File: config.mk
export PLATFORM = sky130hd
export DESIGN_NAME = uart_sync_core
export DESIGN_NICKNAME = d
export VERILOG_FILES = /design/src/core/uart_pkg.sv /design/src/core/input_sync.sv /design/src/core/rate_tick.sv /design/src/core/uart_sync_core.sv
export SDC_FILE = /design/constraint.sdc
export NUM_CORES = 1
export LEC_CHECK = 0
export ABC_AREA = 1
export CAP_MARGIN = 40
export CORE_UTILIZATION = 40
export DETAILED_ROUTE_END_ITERATION = 10
export DONT_BUFFER_PORTS = 1
export GPL_TIMING_DRIVEN = 0
export PLACE_DENSITY = 0.56
export SKIP_LAST_GASP = 1
export SYNTH_ARGS = -nofsm -noshare
export SYNTH_HDL_FRONTEND = slang
export SYNTH_SLANG_ARGS = --single-unit
File: constraint.sdc
create_clock -name pclk -period 2.7 [get_ports pclk]
set_clock_uncertainty 0.1 [all_clocks]
set_input_delay 0.135 -clock pclk [delete_from_list [all_inputs] [get_ports pclk]]
set_output_delay 0.135 -clock pclk [all_outputs]
set_load 0.005 [all_outputs]
File: src/core/uart_pkg.sv
// Shared constants, register map and types of the serial transceiver core
package uart_pkg;

  // ==========================================================
  // Register indices (byte address is four times the index)
  localparam logic [7:0] BAUD_IDX   = 8'h0D;
  localparam logic [7:0] CTRL1_IDX  = 8'h0E;
  localparam logic [7:0] CTRL2_IDX  = 8'h0F;
  localparam logic [7:0] STATUS_IDX = 8'h10;
  localparam logic [7:0] DATA_IDX   = 8'h11;
  localparam int         ADDR_SHIFT = 2;

  // ==========================================================
  // Field positions
  localparam int LAST_BIT_CLOCK_EN_BIT  = 0;   // control_one: last bit clock
  localparam int PHASE_BIT = 1;   // control_one: clock phase
  localparam int IDLE_BIT  = 2;   // control_one: clock idle level
  localparam int NINE_BIT  = 4;   // control_one: nine data bits
  localparam int T8_BIT    = 6;   // control_one: ninth transmit bit
  localparam int R8_BIT    = 7;   // control_one: ninth received bit
  localparam int SBK_BIT   = 0;   // control_two: send break
  localparam int RE_BIT    = 2;   // control_two: receiver enable
  localparam int TE_BIT    = 3;   // control_two: transmitter enable
  localparam int FE_BIT    = 1;   // status_reg
  localparam int NF_BIT    = 2;
  localparam int RXF_BIT   = 5;
  localparam int TC_BIT    = 6;
  localparam int TXE_BIT   = 7;

  // ==========================================================
  // Reset values
  localparam logic [7:0] CTRL1_RESET = 8'h00;
  localparam logic [7:0] CTRL2_RESET = 8'h00;
  localparam logic [7:0] DATA_RESET  = 8'h00;
  localparam logic [7:0] BAUD_RESET  = 8'h04;

  // ==========================================================
  // Receive tick positions inside a bit (value is tick number minus one)
  localparam logic [3:0] RT_VERIFY_A = 4'h2;   // tick 3
  localparam logic [3:0] RT_VERIFY_B = 4'h4;   // tick 5
  localparam logic [3:0] RT_VERIFY_C = 4'h6;   // tick 7
  localparam logic [3:0] RT_SAMPLE_A = 4'h7;   // tick 8
  localparam logic [3:0] RT_SAMPLE_B = 4'h8;   // tick 9
  localparam logic [3:0] RT_SAMPLE_C = 4'h9;   // tick 10
  localparam logic [3:0] RT_LAST     = 4'hF;   // tick 16
  localparam logic [3:0] RT_FIRST    = 4'h0;
  localparam logic [3:0] HALF_BIT    = 4'h8;

  // Frame lengths in bits with start and stop included, data lengths without them
  localparam logic [3:0] FRAME8 = 4'hA;
  localparam logic [3:0] FRAME9 = 4'hB;
  localparam logic [3:0] DATA8  = 4'h8;
  localparam logic [3:0] DATA9  = 4'h9;

  // ==========================================================
  // Types
  typedef struct packed {
    logic noise;
    logic framing;
  } rx_err_type;

  typedef struct packed {
    logic last_bit_clock_en;
    logic phase;
    logic idle_level;
    logic nine;
  } clk_cfg_type;

endpackage : uart_pkg

File: src/core/input_sync.sv
// Three-stage synchroniser with agreement filter for an asynchronous pin
module input_sync
  import uart_pkg::*;
(
  input  wire logic pclk,
  input  wire logic presetn,
  input  wire logic clk_en,
  input  wire logic pin_in,
  output logic      level_out
);

  logic stage_a;
  logic stage_b;
  logic stage_c;

  // ==========================================================
  // Shift chain; only stage_b reads stage_a
  always_ff @(posedge pclk or negedge presetn) begin
    if (!presetn) begin
      stage_a <= 1'b1;
      stage_b <= 1'b1;
      stage_c <= 1'b1;
    end else if (clk_en) begin
      stage_a <= pin_in;
      stage_b <= stage_a;
      stage_c <= stage_b;
    end
  end

  // Accept a change only once the two late stages agree
  always_ff @(posedge pclk or negedge presetn) begin
    if (!presetn) begin
      level_out <= 1'b1;
    end else if (clk_en && (stage_b == stage_c)) begin
      level_out <= stage_c;
    end
  end

endmodule : input_sync

File: src/core/rate_tick.sv
// Programmable divider giving the sixteen-times-baud receive tick
module rate_tick
  import uart_pkg::*;
(
  input  wire logic       pclk,
  input  wire logic       presetn,
  input  wire logic       clk_en,
  input  wire logic [7:0] divisor,
  output logic            tick
);

  logic [7:0] count;

  // ==========================================================
  // One pulse every divisor+1 cycles
  always_ff @(posedge pclk or negedge presetn) begin
    if (!presetn) begin
      count <= 8'h00;
      tick  <= 1'b0;
    end else if (clk_en) begin
      if (count >= divisor) begin
        count <= 8'h00;
        tick  <= 1'b1;
      end else begin
        count <= count + 8'h01;
        tick  <= 1'b0;
      end
    end
  end

endmodule : rate_tick

File: src/core/uart_sync_core.sv
// Serial transceiver core: oversampling receiver, transmitter, gated clock, APB registers
//
// The APB register port was chosen for this implementation.
module uart_sync_core
  import uart_pkg::*;
(
  input  wire logic        pclk,
  input  wire logic        presetn,
  input  wire logic        clk_en,
  input  wire logic        psel,
  input  wire logic        penable,
  input  wire logic        pwrite,
  input  wire logic [7:0]  paddr,
  input  wire logic [31:0] pwdata,
  output logic      [31:0] prdata,
  output logic             pready,
  output logic             pslverr,
  input  wire logic        serial_rx_in,
  output logic             tx_out,
  output logic             tx_out_en,
  output logic             sclk_out,
  output logic             sclk_out_en
);

  // ==========================================================
  // Helpers
  function automatic logic maj3(input logic a, input logic b, input logic c);
    maj3 = (a & b) | (a & c) | (b & c);
  endfunction : maj3

  function automatic logic differ3(input logic a, input logic b, input logic c);
    differ3 = !((a == b) && (b == c));
  endfunction : differ3

  function automatic logic hit(input logic [7:0] addr, input logic [7:0] idx);
    hit = (addr == 8'((idx << ADDR_SHIFT)));
  endfunction : hit

  typedef enum logic [3:0] {
    RX_HUNT   = 4'b0001,
    RX_VERIFY = 4'b0010,
    RX_BITS   = 4'b0100,
    RX_HOLD1  = 4'b1000
  } rx_state_type;

  typedef enum logic [4:0] {
    TX_OFF   = 5'b00001,
    TX_PREAM = 5'b00010,
    TX_READY = 5'b00100,
    TX_FRAME = 5'b01000,
    TX_BREAK = 5'b10000
  } tx_state_type;

  // ==========================================================
  // Registers and wires
  logic [7:0]   control_one;
  logic [7:0]   control_two;
  logic [7:0]   baud_div;
  logic [7:0]   rx_holding;
  logic [7:0]   tx_holding;
  logic         rx_full_flag;
  logic         tx_empty_flag;
  logic         tx_done_flag;
  rx_err_type   rx_err;
  clk_cfg_type  clk_cfg;
  logic         rx_tick;
  logic         rx_line;
  logic         access;
  logic         wr_data;
  logic         rd_data;
  logic         mapped;
  logic [7:0]   read_mux;

  assign clk_cfg = '{last_bit_clock_en: control_one[LAST_BIT_CLOCK_EN_BIT], phase: control_one[PHASE_BIT],
                     idle_level: control_one[IDLE_BIT], nine: control_one[NINE_BIT]};
  assign access  = psel && penable && pready;
  assign wr_data = access && pwrite && hit(paddr, DATA_IDX);
  assign rd_data = access && !pwrite && hit(paddr, DATA_IDX);
  assign mapped  = hit(paddr, BAUD_IDX) || hit(paddr, CTRL1_IDX) || hit(paddr, CTRL2_IDX)
                || hit(paddr, STATUS_IDX) || hit(paddr, DATA_IDX);

  rate_tick u_tick (
    .pclk    (pclk),
    .presetn (presetn),
    .clk_en  (clk_en),
    .divisor (baud_div),
    .tick    (rx_tick)
  );

  input_sync u_rx_sync (
    .pclk      (pclk),
    .presetn   (presetn),
    .clk_en    (clk_en),
    .pin_in    (serial_rx_in),
    .level_out (rx_line)
  );

  // ==========================================================
  // APB handshake: one wait state, then pready for one cycle
  always_ff @(posedge pclk or negedge presetn) begin
    if (!presetn) begin
      pready  <= 1'b0;
      pslverr <= 1'b0;
      prdata  <= 32'h0000_0000;
    end else if (clk_en) begin
      pready  <= psel && penable && !pready;
      pslverr <= psel && penable && !pready && !mapped;
      prdata  <= (psel && penable && !pready && !pwrite) ? {24'h00_0000, read_mux} : prdata;
    end
  end

  // Read decode; unmapped and reserved bits read as zero
  always_comb begin
    read_mux = 8'h00;
    if (hit(paddr, BAUD_IDX)) begin
      read_mux = baud_div;
    end else if (hit(paddr, CTRL1_IDX)) begin
      read_mux = control_one;
    end else if (hit(paddr, CTRL2_IDX)) begin
      read_mux = control_two;
    end else if (hit(paddr, STATUS_IDX)) begin
      read_mux[TXE_BIT] = tx_empty_flag;
      read_mux[TC_BIT]  = tx_done_flag;
      read_mux[RXF_BIT] = rx_full_flag;
      read_mux[NF_BIT]  = rx_err.noise;
      read_mux[FE_BIT]  = rx_err.framing;
    end else if (hit(paddr, DATA_IDX)) begin
      read_mux = rx_holding;
    end
  end

  // Control registers; options should stay put while transmitting
  always_ff @(posedge pclk or negedge presetn) begin
    if (!presetn) begin
      control_two <= CTRL2_RESET;
      baud_div    <= BAUD_RESET;
    end else if (clk_en && access && pwrite) begin
      if (hit(paddr, CTRL2_IDX)) begin
        control_two <= pwdata[7:0] & 8'h0D;
      end
      if (hit(paddr, BAUD_IDX)) begin
        baud_div <= pwdata[7:0];
      end
    end
  end

  // ==========================================================
  // Receiver
  rx_state_type rx_state;
  logic [3:0]   rt_pos;
  logic [3:0]   bit_pos;
  logic [2:0]   samples;
  logic [8:0]   rx_shift;
  logic         frame_noise;
  logic         rx_on;
  logic [3:0]   rx_stop_pos;
  logic         vote;
  logic         vote_noise;
  logic         is_break;
  logic         rx_commit;
  logic [7:0]   rx_byte;
  logic         rx_ninth;

  assign rx_on       = control_two[RE_BIT];
  assign rx_stop_pos = clk_cfg.nine ? DATA9 + 4'h1 : DATA8 + 4'h1;
  assign vote        = maj3(samples[0], samples[1], rx_line);
  assign vote_noise  = differ3(samples[0], samples[1], rx_line);
  assign rx_byte     = clk_cfg.nine ? rx_shift[7:0] : rx_shift[8:1];
  assign rx_ninth    = clk_cfg.nine && rx_shift[8];
  assign is_break    = !vote && (rx_byte == 8'h00) && !rx_ninth;
  assign rx_commit   = rx_tick && (rx_state == RX_BITS) && (rt_pos == RT_SAMPLE_C)
                    && (bit_pos == rx_stop_pos);

  // Receive sequencer, stepped by rx_tick; forced to RX_HUNT on any cycle while RE is clear
  always_ff @(posedge pclk or negedge presetn) begin
    if (!presetn) begin
      rx_state    <= RX_HUNT;
      rt_pos      <= RT_FIRST;
      bit_pos     <= 4'h0;
      samples     <= 3'b111;
      rx_shift    <= 9'h000;
      frame_noise <= 1'b0;
    end else if (clk_en && !rx_on) begin
      rx_state <= RX_HUNT;
    end else if (clk_en && rx_tick) begin
      rt_pos <= rt_pos + 4'h1;
      unique case (rx_state)
        RX_HUNT: begin
          if (!rx_line) begin
            rx_state <= RX_VERIFY;
            rt_pos   <= RT_FIRST + 4'h1;
          end
        end
        RX_VERIFY: begin
          if (rt_pos == RT_VERIFY_A) samples[0] <= rx_line;
          if (rt_pos == RT_VERIFY_B) samples[1] <= rx_line;
          if (rt_pos == RT_VERIFY_C) begin
            if (!vote) begin
              rx_state    <= RX_BITS;
              bit_pos     <= 4'h0;
              frame_noise <= vote_noise;
            end else begin
              rx_state <= RX_HUNT;
            end
          end
        end
        RX_BITS: begin
          if (rt_pos == RT_SAMPLE_A) samples[0] <= rx_line;
          if (rt_pos == RT_SAMPLE_B) samples[1] <= rx_line;
          if (rt_pos == RT_SAMPLE_C) begin
            frame_noise <= frame_noise | vote_noise;
            if (bit_pos == 4'h0 && vote) begin
              rx_state <= RX_HUNT;
            end else if (bit_pos != 4'h0 && bit_pos != rx_stop_pos) begin
              rx_shift <= {vote, rx_shift[8:1]};
            end
            if (bit_pos == rx_stop_pos) begin
              if (vote) begin
                rx_state <= RX_HUNT;
              end else if (is_break) begin
                rx_state <= RX_HOLD1;
              end
            end
          end
          if (rt_pos == RT_LAST) begin
            bit_pos <= bit_pos + 4'h1;
            if (bit_pos == rx_stop_pos) begin
              // Artificial start: qualifiers forced to one, stop taken as one
              bit_pos     <= 4'h0;
              samples     <= 3'b111;
              frame_noise <= 1'b0;
            end
          end
        end
        RX_HOLD1: begin
          if (rx_line) begin
            rx_state <= RX_HUNT;
          end
        end
      endcase
    end
  end

  // Holding register and receive flags; a set beats a same-cycle clear
  always_ff @(posedge pclk or negedge presetn) begin
    if (!presetn) begin
      rx_holding   <= DATA_RESET;
      rx_full_flag <= 1'b0;
      rx_err       <= '{noise: 1'b0, framing: 1'b0};
      control_one  <= CTRL1_RESET;
    end else if (clk_en) begin
      if (access && pwrite && hit(paddr, CTRL1_IDX)) begin
        control_one[6:0] <= pwdata[6:0] & 7'h57;
      end
      if (rd_data) begin
        rx_full_flag <= 1'b0;
        rx_err       <= '{noise: 1'b0, framing: 1'b0};
      end
      if (rx_commit) begin
        rx_holding          <= rx_byte;
        control_one[R8_BIT] <= rx_ninth;
        rx_full_flag        <= 1'b1;
        rx_err.noise        <= frame_noise | vote_noise;
        rx_err.framing      <= !vote;
      end
    end
  end

  // ==========================================================
  // Transmitter
  tx_state_type tx_state;
  logic [3:0]   tx_div;
  logic [3:0]   tx_pos;
  logic [8:0]   tx_shift;
  logic         te_prev;
  logic         restart;
  logic         te;
  logic         bit_tick;
  logic [3:0]   frame_len;
  logic [3:0]   last_data;
  logic         next_line;
  logic         clk_active;

  assign te        = control_two[TE_BIT];
  assign bit_tick  = rx_tick && (tx_div == RT_LAST);
  assign frame_len = clk_cfg.nine ? FRAME9 : FRAME8;
  assign last_data = clk_cfg.nine ? DATA9 : DATA8;

  // Transmit sequencer; every decision except leaving TX_OFF lands on a bit boundary
  always_ff @(posedge pclk or negedge presetn) begin
    if (!presetn) begin
      tx_state      <= TX_OFF;
      tx_div        <= RT_FIRST;
      tx_pos        <= 4'h0;
      tx_shift      <= 9'h1FF;
      te_prev       <= 1'b0;
      restart       <= 1'b0;
      tx_holding    <= DATA_RESET;
      tx_empty_flag <= 1'b1;
      tx_done_flag  <= 1'b1;
    end else if (clk_en) begin
      te_prev <= te;
      if (wr_data) begin
        tx_holding    <= pwdata[7:0];
        tx_empty_flag <= 1'b0;
        tx_done_flag  <= 1'b0;
      end
      if (te && !te_prev && tx_state != TX_OFF) begin
        restart <= 1'b1;
      end
      if (tx_state == TX_OFF) begin
        tx_div <= RT_FIRST;
        if (te) begin
          tx_state <= TX_PREAM;
          tx_pos   <= 4'h0;
        end
      end else if (rx_tick) begin
        tx_div <= tx_div + 4'h1;
      end
      if (bit_tick) begin
        tx_pos <= tx_pos + 4'h1;
        unique case (tx_state)
          TX_OFF: begin
          end
          TX_PREAM: begin
            if (tx_pos == frame_len - 4'h1) tx_state <= TX_READY;
          end
          TX_FRAME: begin
            if (tx_pos != 4'h0) tx_shift <= {1'b1, tx_shift[8:1]};
          end
          TX_BREAK: begin
          end
          TX_READY: begin
          end
        endcase
        // Frame boundary: choose what follows the bit just ended
        if (tx_state == TX_READY || (tx_state != TX_PREAM && tx_pos == frame_len - 4'h1)) begin
          tx_pos <= 4'h0;
          if (restart) begin
            tx_state <= TX_PREAM;
            restart  <= 1'b0;
          end else if (!te) begin
            tx_state     <= TX_OFF;
            tx_done_flag <= 1'b1;
          end else if (control_two[SBK_BIT]) begin
            tx_state <= TX_BREAK;
          end else if (!tx_empty_flag) begin
            tx_state      <= TX_FRAME;
            tx_shift      <= {control_one[T8_BIT], tx_holding};
            tx_empty_flag <= 1'b1;
          end else begin
            tx_state     <= TX_READY;
            tx_done_flag <= 1'b1;
          end
        end
      end
    end
  end

  // Line level for the current state
  always_comb begin
    next_line = 1'b1;
    if (tx_state == TX_BREAK) begin
      next_line = 1'b0;
    end else if (tx_state == TX_FRAME && tx_pos == 4'h0) begin
      next_line = 1'b0;
    end else if (tx_state == TX_FRAME && tx_pos <= last_data) begin
      next_line = tx_shift[0];
    end
  end

  // Clock pulse only inside data bits, last one by option
  always_comb begin
    clk_active = 1'b0;
    if (tx_state == TX_FRAME && tx_pos != 4'h0 && tx_pos <= last_data
        && (tx_pos != last_data || clk_cfg.last_bit_clock_en)) begin
      clk_active = clk_cfg.phase ? (tx_div < HALF_BIT) : (tx_div >= HALF_BIT);
    end
  end

  // Pin drivers; enables drop when the transmitter stands off
  always_ff @(posedge pclk or negedge presetn) begin
    if (!presetn) begin
      tx_out      <= 1'b1;
      tx_out_en   <= 1'b0;
      sclk_out    <= 1'b0;
      sclk_out_en <= 1'b0;
    end else if (clk_en) begin
      tx_out      <= next_line;
      tx_out_en   <= (tx_state != TX_OFF);
      sclk_out    <= clk_cfg.idle_level ^ clk_active;
      sclk_out_en <= (tx_state != TX_OFF);
    end
  end

endmodule : uart_sync_core

==> flow_summary_export.csv <==
group,metric,value,unit
grt,overflow,0,
setup_path,start_kind,"flop",
final_layout,drive_above_1_share,0.122,
setup_path,r2r-end,"tx_shift[8]",
setup_path,required,2.89,ns
detailed_routing,vias,5300,
clock_network,h-tree-depth,3,
pwr,power,0.00365,W
clock_network,cts.hold.buffers_added,13,
pwr,swShare,0.286,
pwr,seq_power_share,0.516,
final_layout,nets,950,
final_layout,num_antenna_cells,0,
clock_network,cts.sinks,112,
clock_network,cts_buffers,9,
setup_path,crit_slowest_cell,"dfrtp_1",
logic_synthesis,synth-edff-count,0,
detailed_routing,drt_drc_violations_left,0,
timing,setup_ws,0.621,ns
clock_network,post_cts_buffers,0,
min_path,hold_path_class,"in2async",
logic_synthesis,netlist.area_leader.share,0.355,
floorplan,io_pins,85,
logic_synthesis,yosys.area.top_type,"dfrtp_1",
clock_network,clkTransAtPathRegs,0.08,ns
setup_path,cp_num_cells,9,
setup_path,rr_startpoint,"control_one[4]",
timing,slew_headroom,0.616,
logic_synthesis,syn_avg_cell_area,7.70,um2
setup_path,cp_slowest_stage_delay,0.53,ns
logic_synthesis,synthCells,834,
pwr,ir_worst_vdd,0.292,mV
final_layout,final_cell_mix,"254 x nand2_1, 102 x inv_1, 91 x dfrtp_1",
grt,grt_pass1_wl,25.3,mm
setup_path,r2r_cells,9,
floorplan,coreArea,15400,um2
timing,final_hold_viol_count,112,
final_layout,final_cells,1097,
detailed_routing,wirelength,15.3,mm
final_layout,area_growth,12.0,%
detailed_routing,routed_via_density,4.83,
final_layout,layout_commonest_cell,"nand2_1",
timing,setup_viol,0,
floorplan,initial_core_util,0.416,
setup_path,r2r_slack,0.62,ns
detailed_routing,ant_nets,0,
logic_synthesis,async_flop_share,1.00,
logic_synthesis,syn_area,6420,um2
timing,rsz0062_at_grt,"false",
pwr,p_per_area,508,nW/um2
clock_network,cts_max_path_buffers,2,
logic_synthesis,yosysUniqueCellTypes,46,
detailed_routing,drt-initial-drc-count,212,
setup_path,cp_num_buf_inv,0,
logic_synthesis,synth-seq-cells,112,
outcome,status,"finished, violations left",
floorplan,dieArea,16600,um2
logic_synthesis,synthFlopType,"dfrtp_1",
floorplan,die_x,129,um
final_layout,num-fill-cells,1625,
clock_network,clk_latency,0.36,ns
detailed_routing,wire_per_inst,14.0,um
logic_synthesis,ys_seq_area_frac,0.441,
placed_design,dp_hpwl,11.4,mm
clock_network,post_cts_resized,0,
setup_path,cp-end-kind,"flop",
placed_design,gp_congestion,0.835,
flow_run,max_cap_violations,0,
grt,antenna_found_initial,0,
outcome,violations,"hold timing",
setup_path,path_max_fanout,7,
placed_design,dp_slack,0.595,ns
clock_network,root_buffer,"clkbuf_16",
timing,whs,-0.643,ns
timing,worstMarginPinSlew,0.572,ns
pwr,p_comb_frac,0.119,
timing,fin_crit_sh,0.770,
pwr,power.switching,0.00104,W
setup_path,path_cells,"ha_1, nor2_1, nand3_1, nand2_2, nand2_4, nor2_4, nand3_1, o21ai_0, o21ai_0",
placed_design,port_buffers,0,
placed_design,place_inst,1068,
clock_network,cts_tree,"built",
pwr,internal_power,0.00261,W
setup_path,worstSetupPathType,"reg2reg",
logic_synthesis,synth_area_leaders,"dfrtp_1 35%, nand2_1 15%, dfstp_2 8.6%, o21ai_0 6.1%, inv_1 6.0%",
logic_synthesis,synth_warnings,0,
timing,max_clock_freq,481,MHz
grt,grt_max_degree,113,
grt,grt_usage,0.199,
floorplan,rows,45,
floorplan,die_h,129,um
timing,drv_slew,0,
setup_path,cp_top_family,"simple AND/OR/NAND/NOR gates",
pwr,p_leak,3.47,nW
timing,fin_setup_tns,0,ns
grt,grt_pass1_vias,4940,
detailed_routing,drtPass1Iterations,4,
pwr,clock_power_share,0.365,
timing,fin_crit,2.08,ns
setup_path,cp.arrival,2.27,ns
worst max path at each step:
stage                        start       endpoint  slack, ns
floorplan                rt_pos[1]  rx_holding[5]       0.98
global placement    control_one[4]    tx_shift[8]       0.62
detailed placement  control_one[4]    tx_shift[8]       0.59
CTS                 control_one[4]    tx_shift[8]       0.57
global route        control_one[4]    tx_shift[8]       0.49
finish              control_one[4]    tx_shift[8]       0.62
sequential cells by signal (all words and copies together) (netlist names), 5 cells and up:
signal,flops
control_one,6
tx_state,5
rx_holding,8
baud_div,8
u_tick.count,8
prdata,8
rx_shift,9
tx_shift,9
tx_holding,8
cell usage after synthesis (2+ instances only):
| cell type | count |
|---|---|
| inv_2 | 4 |
| dfrtp_1 | 91 |
| clkbuf_1 | 3 |
| o31ai_1 | 2 |
| nor2_1 | 62 |
| xnor2_1 | 2 |
| nor3_1 | 14 |
| nand2_1 | 254 |
| a21oi_1 | 19 |
| ha_1 | 22 |
| nor3_2 | 2 |
| buf_2 | 6 |
| o211ai_1 | 7 |
| nand3b_1 | 2 |
| a22oi_1 | 2 |
| dfstp_2 | 21 |
| o21ai_0 | 78 |
| nand2_2 | 4 |
| nand2_4 | 2 |
| nor2_2 | 4 |
| nor2_4 | 4 |
| buf_6 | 2 |
| buf_4 | 26 |
| or2_2 | 2 |
| inv_1 | 102 |
| o2111ai_1 | 2 |
| o21ai_2 | 9 |
| o21ai_1 | 8 |
| nand3_1 | 41 |
| o21a_1 | 5 |
| xor2_1 | 9 |
| nand4_1 | 9 |
power groups by stage:
stage | Sequential (W) | Combinational (W) | Clock, W
3_5_place_dp | 0.00191 | 0.000420 | 0
3_3_place_gp | 0.00191 | 0.000416 | 0
6_report | 0.00188 | 0.000436 | 0.00133
5_1_grt | 0.00189 | 0.000504 | 0.00144
4_1_cts | 0.00188 | 0.000436 | 0.00137
2_1_floorplan | 0.00188 | 0.000341 | 0
routing by layer:
layer,part of all wire,up-vias,track usage
li1,-,2721,-
met1,0.49,2469,0.270
met2,0.45,98,0.315
met3,0.047,12,0.0561
met4,0.011,0,0.0478
met5,0,-,0
worst register-to-register path: cells and delay by family (launching register included):
kind	cells	cell delay (ns)
AND/OR/NAND/NOR	6	0.78
adder cells (fa/ha/maj)	1	0.39
AO/OA/AOI/OAI	2	0.22
flip-flops	1	0.53
layout make-up:
| class | count | area, um2 | area share |
|---|---|---|---|
| clock buffers | 9 | 225 | 0.0313 |
| clock inverters | 7 | 62.6 | 0.00870 |
| well taps | 211 | 264 | 0.0367 |
| flip-flops and latches | 112 | 2830 | 0.394 |
| plain buffers | 38 | 264 | 0.0367 |
| multi-input cells | 601 | 3020 | 0.419 |
| inverters | 106 | 398 | 0.0554 |
| repair buffers | 13 | 130 | 0.0181 |
logic make-up (layout without fill, tap and decap cells):
logic type,Yosys count,after routing,synth area share
other,1,24,0.000584
AND/OR/NAND/NOR,406,406,0.274
adder cells (fa/ha/maj),22,22,0.0429
XOR/XNOR,11,11,0.0150
flip-flops,112,112,0.441
buffers and inverters,144,173,0.103
multiplexers,1,1,0.00175
AO/OA/AOI/OAI,137,137,0.122
stage by stage:
stage | util | hold WS, ns | area (um2)
after floorplan | - | -0.261 | 6510
after global placement | 0.439 | -0.256 | 6770
after detailed placement | 0.439 | -0.257 | 6770
after CTS | 0.466 | -0.653 | 7190
after global routing | 0.466 | -0.671 | 7190
final | 0.466 | -0.643 | 7190
No activity file was read; power rests on OpenSTA's default activity.
